`config.mk`:
```
export PLATFORM = sky130hd
export DESIGN_NAME = sam_ctrl
export DESIGN_NICKNAME = d
export VERILOG_FILES = /design/src/logic/sam_pkg.sv /design/src/logic/sam_ctrl.sv
export SDC_FILE = /design/constraint.sdc
export NUM_CORES = 1
export LEC_CHECK = 0
export CORE_MARGIN = 2
export CORE_UTILIZATION = 44
export DETAILED_ROUTE_END_ITERATION = 10
export DONT_BUFFER_PORTS = 1
export GPL_ROUTABILITY_DRIVEN = 0
export PLACE_DENSITY = 0.65
export SYNTH_ARGS = -nofsm -noshare
export SYNTH_HDL_FRONTEND = slang
export SYNTH_SLANG_ARGS = --single-unit
```
`constraint.sdc`:
```
create_clock -name clk -period 3.3 [get_ports clk]
set_input_delay 0.33 -clock clk [delete_from_list [all_inputs] [get_ports clk]]
set_output_delay 0.33 -clock clk [all_outputs]
set_load 0.02 [all_outputs]
```
`src/logic/sam_pkg.sv`:
```
// Purpose: shared constants and types of the serial converter control block
// Assumes: one system clock, all link pins arrive asynchronously
// Notes: address word is sent mode flag first, then channel msb first
package sam_pkg;
  // address word layout
  localparam int ADDR_BITS = 4;
  localparam int ADDR_MODE_POS = 3; // 1 = single-ended, 0 = differential
  localparam int CH_W = 3;
  // result word layout
  localparam int MAG_BITS = 10;
  localparam int RES_BITS = MAG_BITS + 1;
  localparam int RES_SIGN_POS = 10;
  // timing in serial clock periods
  localparam int ACQ_CLKS_DEF = 4;
  localparam int CONV_CLKS_DEF = 12;
  localparam int CNT_W = 5;
  // synchroniser pin positions
  localparam int PIN_SCLK = 0;
  localparam int PIN_CS_N = 1;
  localparam int PIN_DIN = 2;
  localparam int PIN_PD = 3;
  localparam int PIN_N = 4;
  // reset values
  localparam logic [PIN_N-1:0] PINS_RST = 4'h2; // chip select idles high
  localparam logic [CH_W-1:0] CH_RST = 3'h0;

  typedef struct packed {
    logic single_ended;
    logic [CH_W-1:0] channel;
  } sam_sel_t;

  typedef struct packed {
    logic sign;
    logic [MAG_BITS-1:0] mag;
  } sam_res_t;

  typedef struct packed {
    logic data;
    logic data_oe;
    logic status;
    logic status_oe;
  } sam_pins_t;

  typedef enum logic [2:0] {
    ST_IDLE, ST_ADDR, ST_ACQ, ST_CONV, ST_SHIFT, ST_DONE
  } sam_state_t;
endpackage

```
`src/logic/sam_ctrl.sv`:
```
// Purpose: digital control and serial exchange of a muxed sar converter
// Assumes: serial clock, chip select, address and power-down are pins,
//          sampled by clk; the analog core hands over a signed result
// Notes: serial clock must stay far below clk/6 to be seen reliably
`timescale 1ns/10ps

// What this block does
// - Shift address bit in on each of the first four serial clock rises while selected.
// - Loaded address drives the analog channel selection.
// - One to eight channels; address picks single-ended or differential.
// - Result leaves on falling edges, least significant bit first, sign last.
// - Acquisition, conversion and exchange are timed by the serial clock.
// - Chip select low enables functions; high disables them.
// - Data output driven once conversion is done and chip select low.
// - Power-down input high powers down; low resumes operation.
// - Status output floats while chip select is high.
// - Selected: status high during conversion, low otherwise.
// - Result is ten magnitude bits plus a sign bit.
module sam_ctrl #(
  parameter int NUM_CH = 8,
  parameter int ACQ_CLKS = sam_pkg::ACQ_CLKS_DEF,
  parameter int CONV_CLKS = sam_pkg::CONV_CLKS_DEF
) (
  input wire logic clk, // 100 MHz system clock
  input wire logic srst, // synchronous reset, active high
  input wire logic sclk_pin, // serial clock from host
  input wire logic cs_n_pin, // chip select, active low
  input wire logic serial_addr_in, // serial address input
  input wire logic power_down_in, // power-down request, high = down
  input wire sam_pkg::sam_res_t conv_result, // result from analog core
  output sam_pkg::sam_sel_t analog_sel, // mux selection of analog_inputs
  output logic sample_hold, // high while input is being acquired
  output logic conv_active, // high while conversion runs
  output logic powered_down, // analog core power-down
  output sam_pkg::sam_pins_t out_pins // data and status with enables
);
  // last count of each phase; every counter runs from zero
  localparam logic [sam_pkg::CNT_W-1:0] ADDR_LAST =
    sam_pkg::CNT_W'(sam_pkg::ADDR_BITS - 1);
  localparam logic [sam_pkg::CNT_W-1:0] ACQ_LAST =
    sam_pkg::CNT_W'(ACQ_CLKS - 1);
  localparam logic [sam_pkg::CNT_W-1:0] CONV_LAST =
    sam_pkg::CNT_W'(CONV_CLKS - 1);
  localparam logic [sam_pkg::CNT_W-1:0] RES_LAST =
    sam_pkg::CNT_W'(sam_pkg::RES_BITS - 1);
  localparam logic [sam_pkg::CH_W-1:0] CH_MASK =
    sam_pkg::CH_W'(NUM_CH - 1);

  // limits the loaded channel to the channels this part really has
  function automatic sam_pkg::sam_sel_t decode_addr(
    input logic [sam_pkg::ADDR_BITS-1:0] a);
    sam_pkg::sam_sel_t s;
    s.single_ended = a[sam_pkg::ADDR_MODE_POS];
    s.channel = a[sam_pkg::CH_W-1:0] & CH_MASK;
    return s;
  endfunction

  // filtered pins; the agreement stage costs a clk but rejects glitches
  logic [sam_pkg::PIN_N-1:0] pins_raw;
  logic [sam_pkg::PIN_N-1:0] sync1_q, sync2_q, sync3_q;
  logic [sam_pkg::PIN_N-1:0] filt_q, filt_d;
  logic sclk_rise, sclk_fall, selected, pd;

  // sequencer state and datapath registers
  sam_pkg::sam_state_t state_q, state_d;
  logic [sam_pkg::CNT_W-1:0] cnt_q, cnt_d;
  logic [sam_pkg::ADDR_BITS-1:0] addr_q, addr_d;
  sam_pkg::sam_sel_t sel_q, sel_d;
  logic [sam_pkg::RES_BITS-1:0] shift_q, shift_d;
  sam_pkg::sam_pins_t pins_q, pins_d;

  assign pins_raw = {power_down_in, serial_addr_in, cs_n_pin, sclk_pin};

  // three-stage sampling; a level counts once stages two and three agree
  always_comb begin
    filt_d = filt_q;
    for (int i = 0; i < sam_pkg::PIN_N; i++) begin
      if (sync2_q[i] == sync3_q[i]) begin
        filt_d[i] = sync3_q[i];
      end
    end
  end

  always_ff @(posedge clk) begin
    if (srst) begin
      sync1_q <= sam_pkg::PINS_RST;
      sync2_q <= sam_pkg::PINS_RST;
      sync3_q <= sam_pkg::PINS_RST;
      filt_q <= sam_pkg::PINS_RST;
    end else begin
      sync1_q <= pins_raw;
      sync2_q <= sync1_q;
      sync3_q <= sync2_q;
      filt_q <= filt_d;
    end
  end

  // edges of the filtered serial clock
  assign sclk_rise = filt_d[sam_pkg::PIN_SCLK] & ~filt_q[sam_pkg::PIN_SCLK];
  assign sclk_fall = ~filt_d[sam_pkg::PIN_SCLK] & filt_q[sam_pkg::PIN_SCLK];
  assign selected = ~filt_q[sam_pkg::PIN_CS_N];
  assign pd = filt_q[sam_pkg::PIN_PD];

  // sequencer: address, acquisition, conversion, result shift
  always_comb begin
    state_d = state_q;
    cnt_d = cnt_q;
    addr_d = addr_q;
    sel_d = sel_q;
    shift_d = shift_q;
    if (pd) begin
      state_d = sam_pkg::ST_IDLE;
      cnt_d = '0;
    end else if (!selected) begin
      state_d = sam_pkg::ST_IDLE;
      cnt_d = '0;
      addr_d = '0;
    end else begin
      unique case (state_q)
        sam_pkg::ST_IDLE: begin
          state_d = sam_pkg::ST_ADDR;
          cnt_d = '0;
        end
        sam_pkg::ST_ADDR: begin
          if (sclk_rise) begin
            addr_d = {addr_q[sam_pkg::ADDR_BITS-2:0],
                      filt_q[sam_pkg::PIN_DIN]};
            cnt_d = cnt_q + 1'b1;
            if (cnt_q == ADDR_LAST) begin
              sel_d = decode_addr(addr_d);
              state_d = sam_pkg::ST_ACQ;
              cnt_d = '0;
            end
          end
        end
        sam_pkg::ST_ACQ: begin
          if (sclk_fall) begin
            cnt_d = cnt_q + 1'b1;
            if (cnt_q == ACQ_LAST) begin
              state_d = sam_pkg::ST_CONV;
              cnt_d = '0;
            end
          end
        end
        sam_pkg::ST_CONV: begin
          if (sclk_fall) begin
            cnt_d = cnt_q + 1'b1;
            if (cnt_q == CONV_LAST) begin
              shift_d = {conv_result.sign, conv_result.mag};
              state_d = sam_pkg::ST_SHIFT;
              cnt_d = '0;
            end
          end
        end
        sam_pkg::ST_SHIFT: begin
          if (sclk_fall) begin
            shift_d = {1'b0, shift_q[sam_pkg::RES_BITS-1:1]};
            cnt_d = cnt_q + 1'b1;
            if (cnt_q == RES_LAST) begin
              state_d = sam_pkg::ST_DONE;
              cnt_d = '0;
            end
          end
        end
        sam_pkg::ST_DONE: begin
          // result fully sent; data stays driven low until deselect
          state_d = sam_pkg::ST_DONE; // new frame needs a new select
        end
      endcase
    end
  end

  // output pins; enables follow the sequencer state of the same cycle
  always_comb begin
    pins_d = '0;
    pins_d.data_oe = selected && !pd &&
      (state_d == sam_pkg::ST_SHIFT || state_d == sam_pkg::ST_DONE);
    pins_d.data = (state_d == sam_pkg::ST_SHIFT) ? shift_d[0] : 1'b0;
    pins_d.status_oe = selected;
    pins_d.status = selected && (state_d == sam_pkg::ST_CONV);
  end

  // state and registered outputs; reset leaves the block idle, floating
  always_ff @(posedge clk) begin
    if (srst) begin
      state_q <= sam_pkg::ST_IDLE;
      cnt_q <= '0;
      addr_q <= '0;
      sel_q <= '{single_ended: 1'b1, channel: sam_pkg::CH_RST};
      shift_q <= '0;
      pins_q <= '0;
    end else begin
      state_q <= state_d;
      cnt_q <= cnt_d;
      addr_q <= addr_d;
      sel_q <= sel_d;
      shift_q <= shift_d;
      pins_q <= pins_d;
    end
  end

  // analog core controls
  assign analog_sel = sel_q;
  assign sample_hold = (state_q == sam_pkg::ST_ACQ);
  assign conv_active = (state_q == sam_pkg::ST_CONV);
  assign powered_down = pd;
  assign out_pins = pins_q;
endmodule

```
==> run_results.csv <==
group,metric,value,unit
run_status,status,"finished clean",
grt,grt_max_degree,37,
detailed_routing,top_layer_used,"met4",
detailed_routing,routed_wirelength,3668,um
yosys,synth_cells,221,
detailed_routing,via_per_inst,5.539,
sta,skew,0.007262,ns
placed_design,dp_cells,259,
cts,cts_tree,"done",
floorplan,core-area,4661,um^2
worst_hold_path,min_to,"shift_q[9]$_SDFFE_PP0P_",
floorplan,ios,28,
detailed_routing,wl_met1,1743,um
sta,setup_viol,0,
detailed_routing,initialDrtViolationCount,116,
detailed_routing,wl_met3,209,um
placed_design,placement.cell_area,2054,um^2
critical_path,r2r_slack,0.94,ns
power,ir_worst_vdd,0.0002353,V
critical_path,cp.depth,6,
cts,cts_made_buffers,5,
detailed_routing,routed-via-count,1479,
yosys,syn-num-nets,240,
detailed_routing,drt_pre_antenna_iters,4,
power,power.leakage,0.0007021,uW
finish,regArea,920.9,um^2
sta,finalCriticalPeriod,2.356,ns
yosys,synth_top_area_share,43.73,%
run,cap_violations,0,
yosys,synthesis.area,2106,um^2
yosys,synth_ff_type,"dfxtp_1",
sta,tightest_slew,0.5989,ns
placed_design,hpwlAfterDp,2523,um
yosys,async_flop_share,0,%
floorplan,die_y,73.18,um
finish,finalNonFillerCells,267,
critical_path,cpLargestDelayFamily,"simple AND/OR/NAND/NOR gates",
critical_path,cp.required,3.51,ns
yosys,synth_edf_count,0,
cts,clk_latency,0.29,ns
sta,max_clock_freq,424.5,MHz
critical_path,cp-start-kind,"flip-flop",
cts,holdBufCountCts,0,
detailed_routing,wl_met2,1653,um
sta,slew_headroom,59.98,%
floorplan,rows,25,
grt,grt_pass1_wl,6506,um
floorplan,fp.dieW,73.18,um
grt,grt_overflow,0,
sta,finalCritPeriodShare,71.39,%
power,finalPower,979.1,uW
cts,numClockSinks,46,
critical_path,worstReg2RegStart,"cnt_q[0]$_SDFFE_PP0P_",
finish,antenna_cells,0,
floorplan,die-area,5355,um^2
detailed_routing,wire_per_inst,13.74,um
critical_path,worstPathMaxFanout,20,
yosys,yosys_warnings,0,
floorplan,start_util,45.18,%
grt,grtUsageTotal,15.72,%
placed_design,port_buffers,0,
sta,drv_slew,0,
cts,cts_root_buf,"clkbuf_8",
cts,ctsResizeCount,0,
critical_path,reg2reg_depth,6,
cts,clock_path_buffers,2,
critical_path,crit_chain,"ha_1, or3b_4, or3_4, a21oi_4, nor2_1, a211oi_2",
critical_path,end_kind,"flip-flop",
detailed_routing,ant_nets,0,
cts,htreeDepth,2,
yosys,yosys.area.top_type,"dfxtp_1",
yosys,ys_types,56,
finish,fill_cells,464,
yosys,synth-seq-cells,46,
finish,drive_gt1_share,16.43,%
finish,nNetsFinal,231,
critical_path,reg2reg_to,"shift_q[7]$_SDFFE_PP0P_",
critical_path,arrival,2.57,ns
worst_hold_path,hold_depth,1,
worst_hold_path,hp-class,"input pin to flip-flop",
finish,stdcell_area,2165,um^2
critical_path,critPathMaxStageDelay,0.52,ns
finish,multi_input_area,1036,um^2
critical_path,cp_num_buf_inv,0,
detailed_routing,drc,0,
sta,rsz0062_at_grt,"false",
power,power_density,452.3,nW/um^2
yosys,synth.area.top_cells,"dfxtp_1 (44%), a211oi_2 (5.3%), nor2_1 (4.5%)",
grt,antenna_found_initial,0,
sta,hold_violations,0,
grt,grt_pass1_vias,1440,
sta,tns,0,ns
yosys,syn_avg_cell_area,9.528,um^2
cts,clkTransAtPathRegs,0.08,ns
critical_path,critPathSlowestCell,"a21oi_4",
critical_path,worst-setup-path-type,"flip-flop to flip-flop",
cts,post_cts_buffers,0,
finish,areaGrowthSynthToFinish,2.793,%
yosys,ys_seq_area_share,43.73,%
worst_hold_path,hp-start,"srst",
-- cell usage after synthesis (all sizes together), types with 2 or more instances --
| library cell | instances |
|---|---|
| a211oi | 9 |
| a21oi | 14 |
| a22oi | 10 |
| a31oi | 2 |
| a32oi | 2 |
| a41oi | 2 |
| and3 | 3 |
| buf | 11 |
| clkbuf | 5 |
| dfxtp | 46 |
| ha | 2 |
| inv | 8 |
| mux2i | 4 |
| nand2 | 13 |
| nand3 | 11 |
| nand3b | 2 |
| nor2 | 26 |
| nor2b | 13 |
| nor3b | 4 |
| o21ai | 5 |
| o21bai | 2 |
| or2 | 3 |
| or3 | 2 |
| or3b | 3 |
-- routing by layer --
layer / track usage (%) / up-vias
met5: 0 / -
met4: 6.379 / 0
met3: 4.834 / 7
met2: 24.92 / 36
met1: 19.81 / 670
li1: - / 766
-- placed cells by master, fill, tap and decap left out, types with 2 or more instances in the layout --
cell type,instances
a211oi_2,9
a21oi_1,12
a22oi_1,10
a31oi_1,2
a32oi_1,2
a41oi_1,2
clkbuf_8,5
dfxtp_1,46
ha_1,2
inv_1,8
mux2i_1,4
nand2_1,13
nand3_1,10
nand3b_1,2
nor2_1,25
nor2b_1,13
nor3b_1,3
o21ai_0,4
o21bai_1,2
or2_2,3
or3b_2,2
-- where the power goes --
part           switching [uW]  internal, uW  total (uW)  leakage [uW]
Clock                     178           226         404     0.0000514
Sequential               3.89           562         566      0.000373
Combinational            3.32          6.27        9.59      0.000278
Total                     185           794         979      0.000702
-- kinds of logic after synthesis --
logic type      Yosys count  share of synthesized area (%)
compound gates           54                          20.56
xor+xnor                  2                         0.8320
fa+ha+maj                 2                          1.188
buf+inv                  24                          7.071
flops                    46                          43.73
mux                       4                          1.901
simple gates             89                          24.72
-- stage by stage --
| step | hold slack [ns] | utilization (%) | worst slack [ns] |
|---|---|---|---|
| 2_1_floorplan | 0.3895 | - | 1.387 |
| 3_3_place_gp | 0.3971 | 44.08 | 1.057 |
| 3_5_place_dp | 0.3988 | 44.08 | 0.9636 |
| 4_1_cts | 0.08834 | 46.44 | 0.9238 |
| 5_1_grt | 0.07948 | 46.44 | 0.7156 |
| 6_report | 0.09867 | 46.44 | 0.9442 |
-- flip-flops by register name (all words and copies together), names as in the netlist --
signal,flops
out_pins,4
filt_q,4
sync3_q,4
state_q,3
sync1_q,4
cnt_q,5
shift_q,11
sync2_q,4
addr_q,3
analog_sel,4
-- worst max path at each step --
| stage | startpoint | to | slack, ns |
|---|---|---|---|
| detailed placement | cnt_q[0]$_SDFFE_PP0P_ | shift_q[7]$_SDFFE_PP0P_ | 0.96 |
| global placement | cnt_q[0]$_SDFFE_PP0P_ | shift_q[1]$_SDFFE_PP0P_ | 1.06 |
| floorplan | cnt_q[0]$_SDFFE_PP0P_ | shift_q[10]$_SDFFE_PP0P_ | 1.39 |
| CTS | cnt_q[0]$_SDFFE_PP0P_ | shift_q[7]$_SDFFE_PP0P_ | 0.92 |
| finish | cnt_q[0]$_SDFFE_PP0P_ | shift_q[7]$_SDFFE_PP0P_ | 0.94 |
| global route | cnt_q[0]$_SDFFE_PP0P_ | shift_q[7]$_SDFFE_PP0P_ | 0.72 |
-- layout make-up --
type,count,area share (%)
flip-flops and latches,46,42.54
multi-input cells,151,47.86
inverters,8,1.387
clock buffers,6,3.353
clock inverters,2,1.734
well taps,54,3.121
-- worst register-to-register path, cell delays in order (launching register included) --
cell      delay, ns
dfxtp_1        0.40
ha_1           0.24
or3b_4         0.42
or3_4          0.37
a21oi_4        0.52
nor2_1         0.12
a211oi_2       0.22
Note: power is estimated with default switching activity, not from simulation.
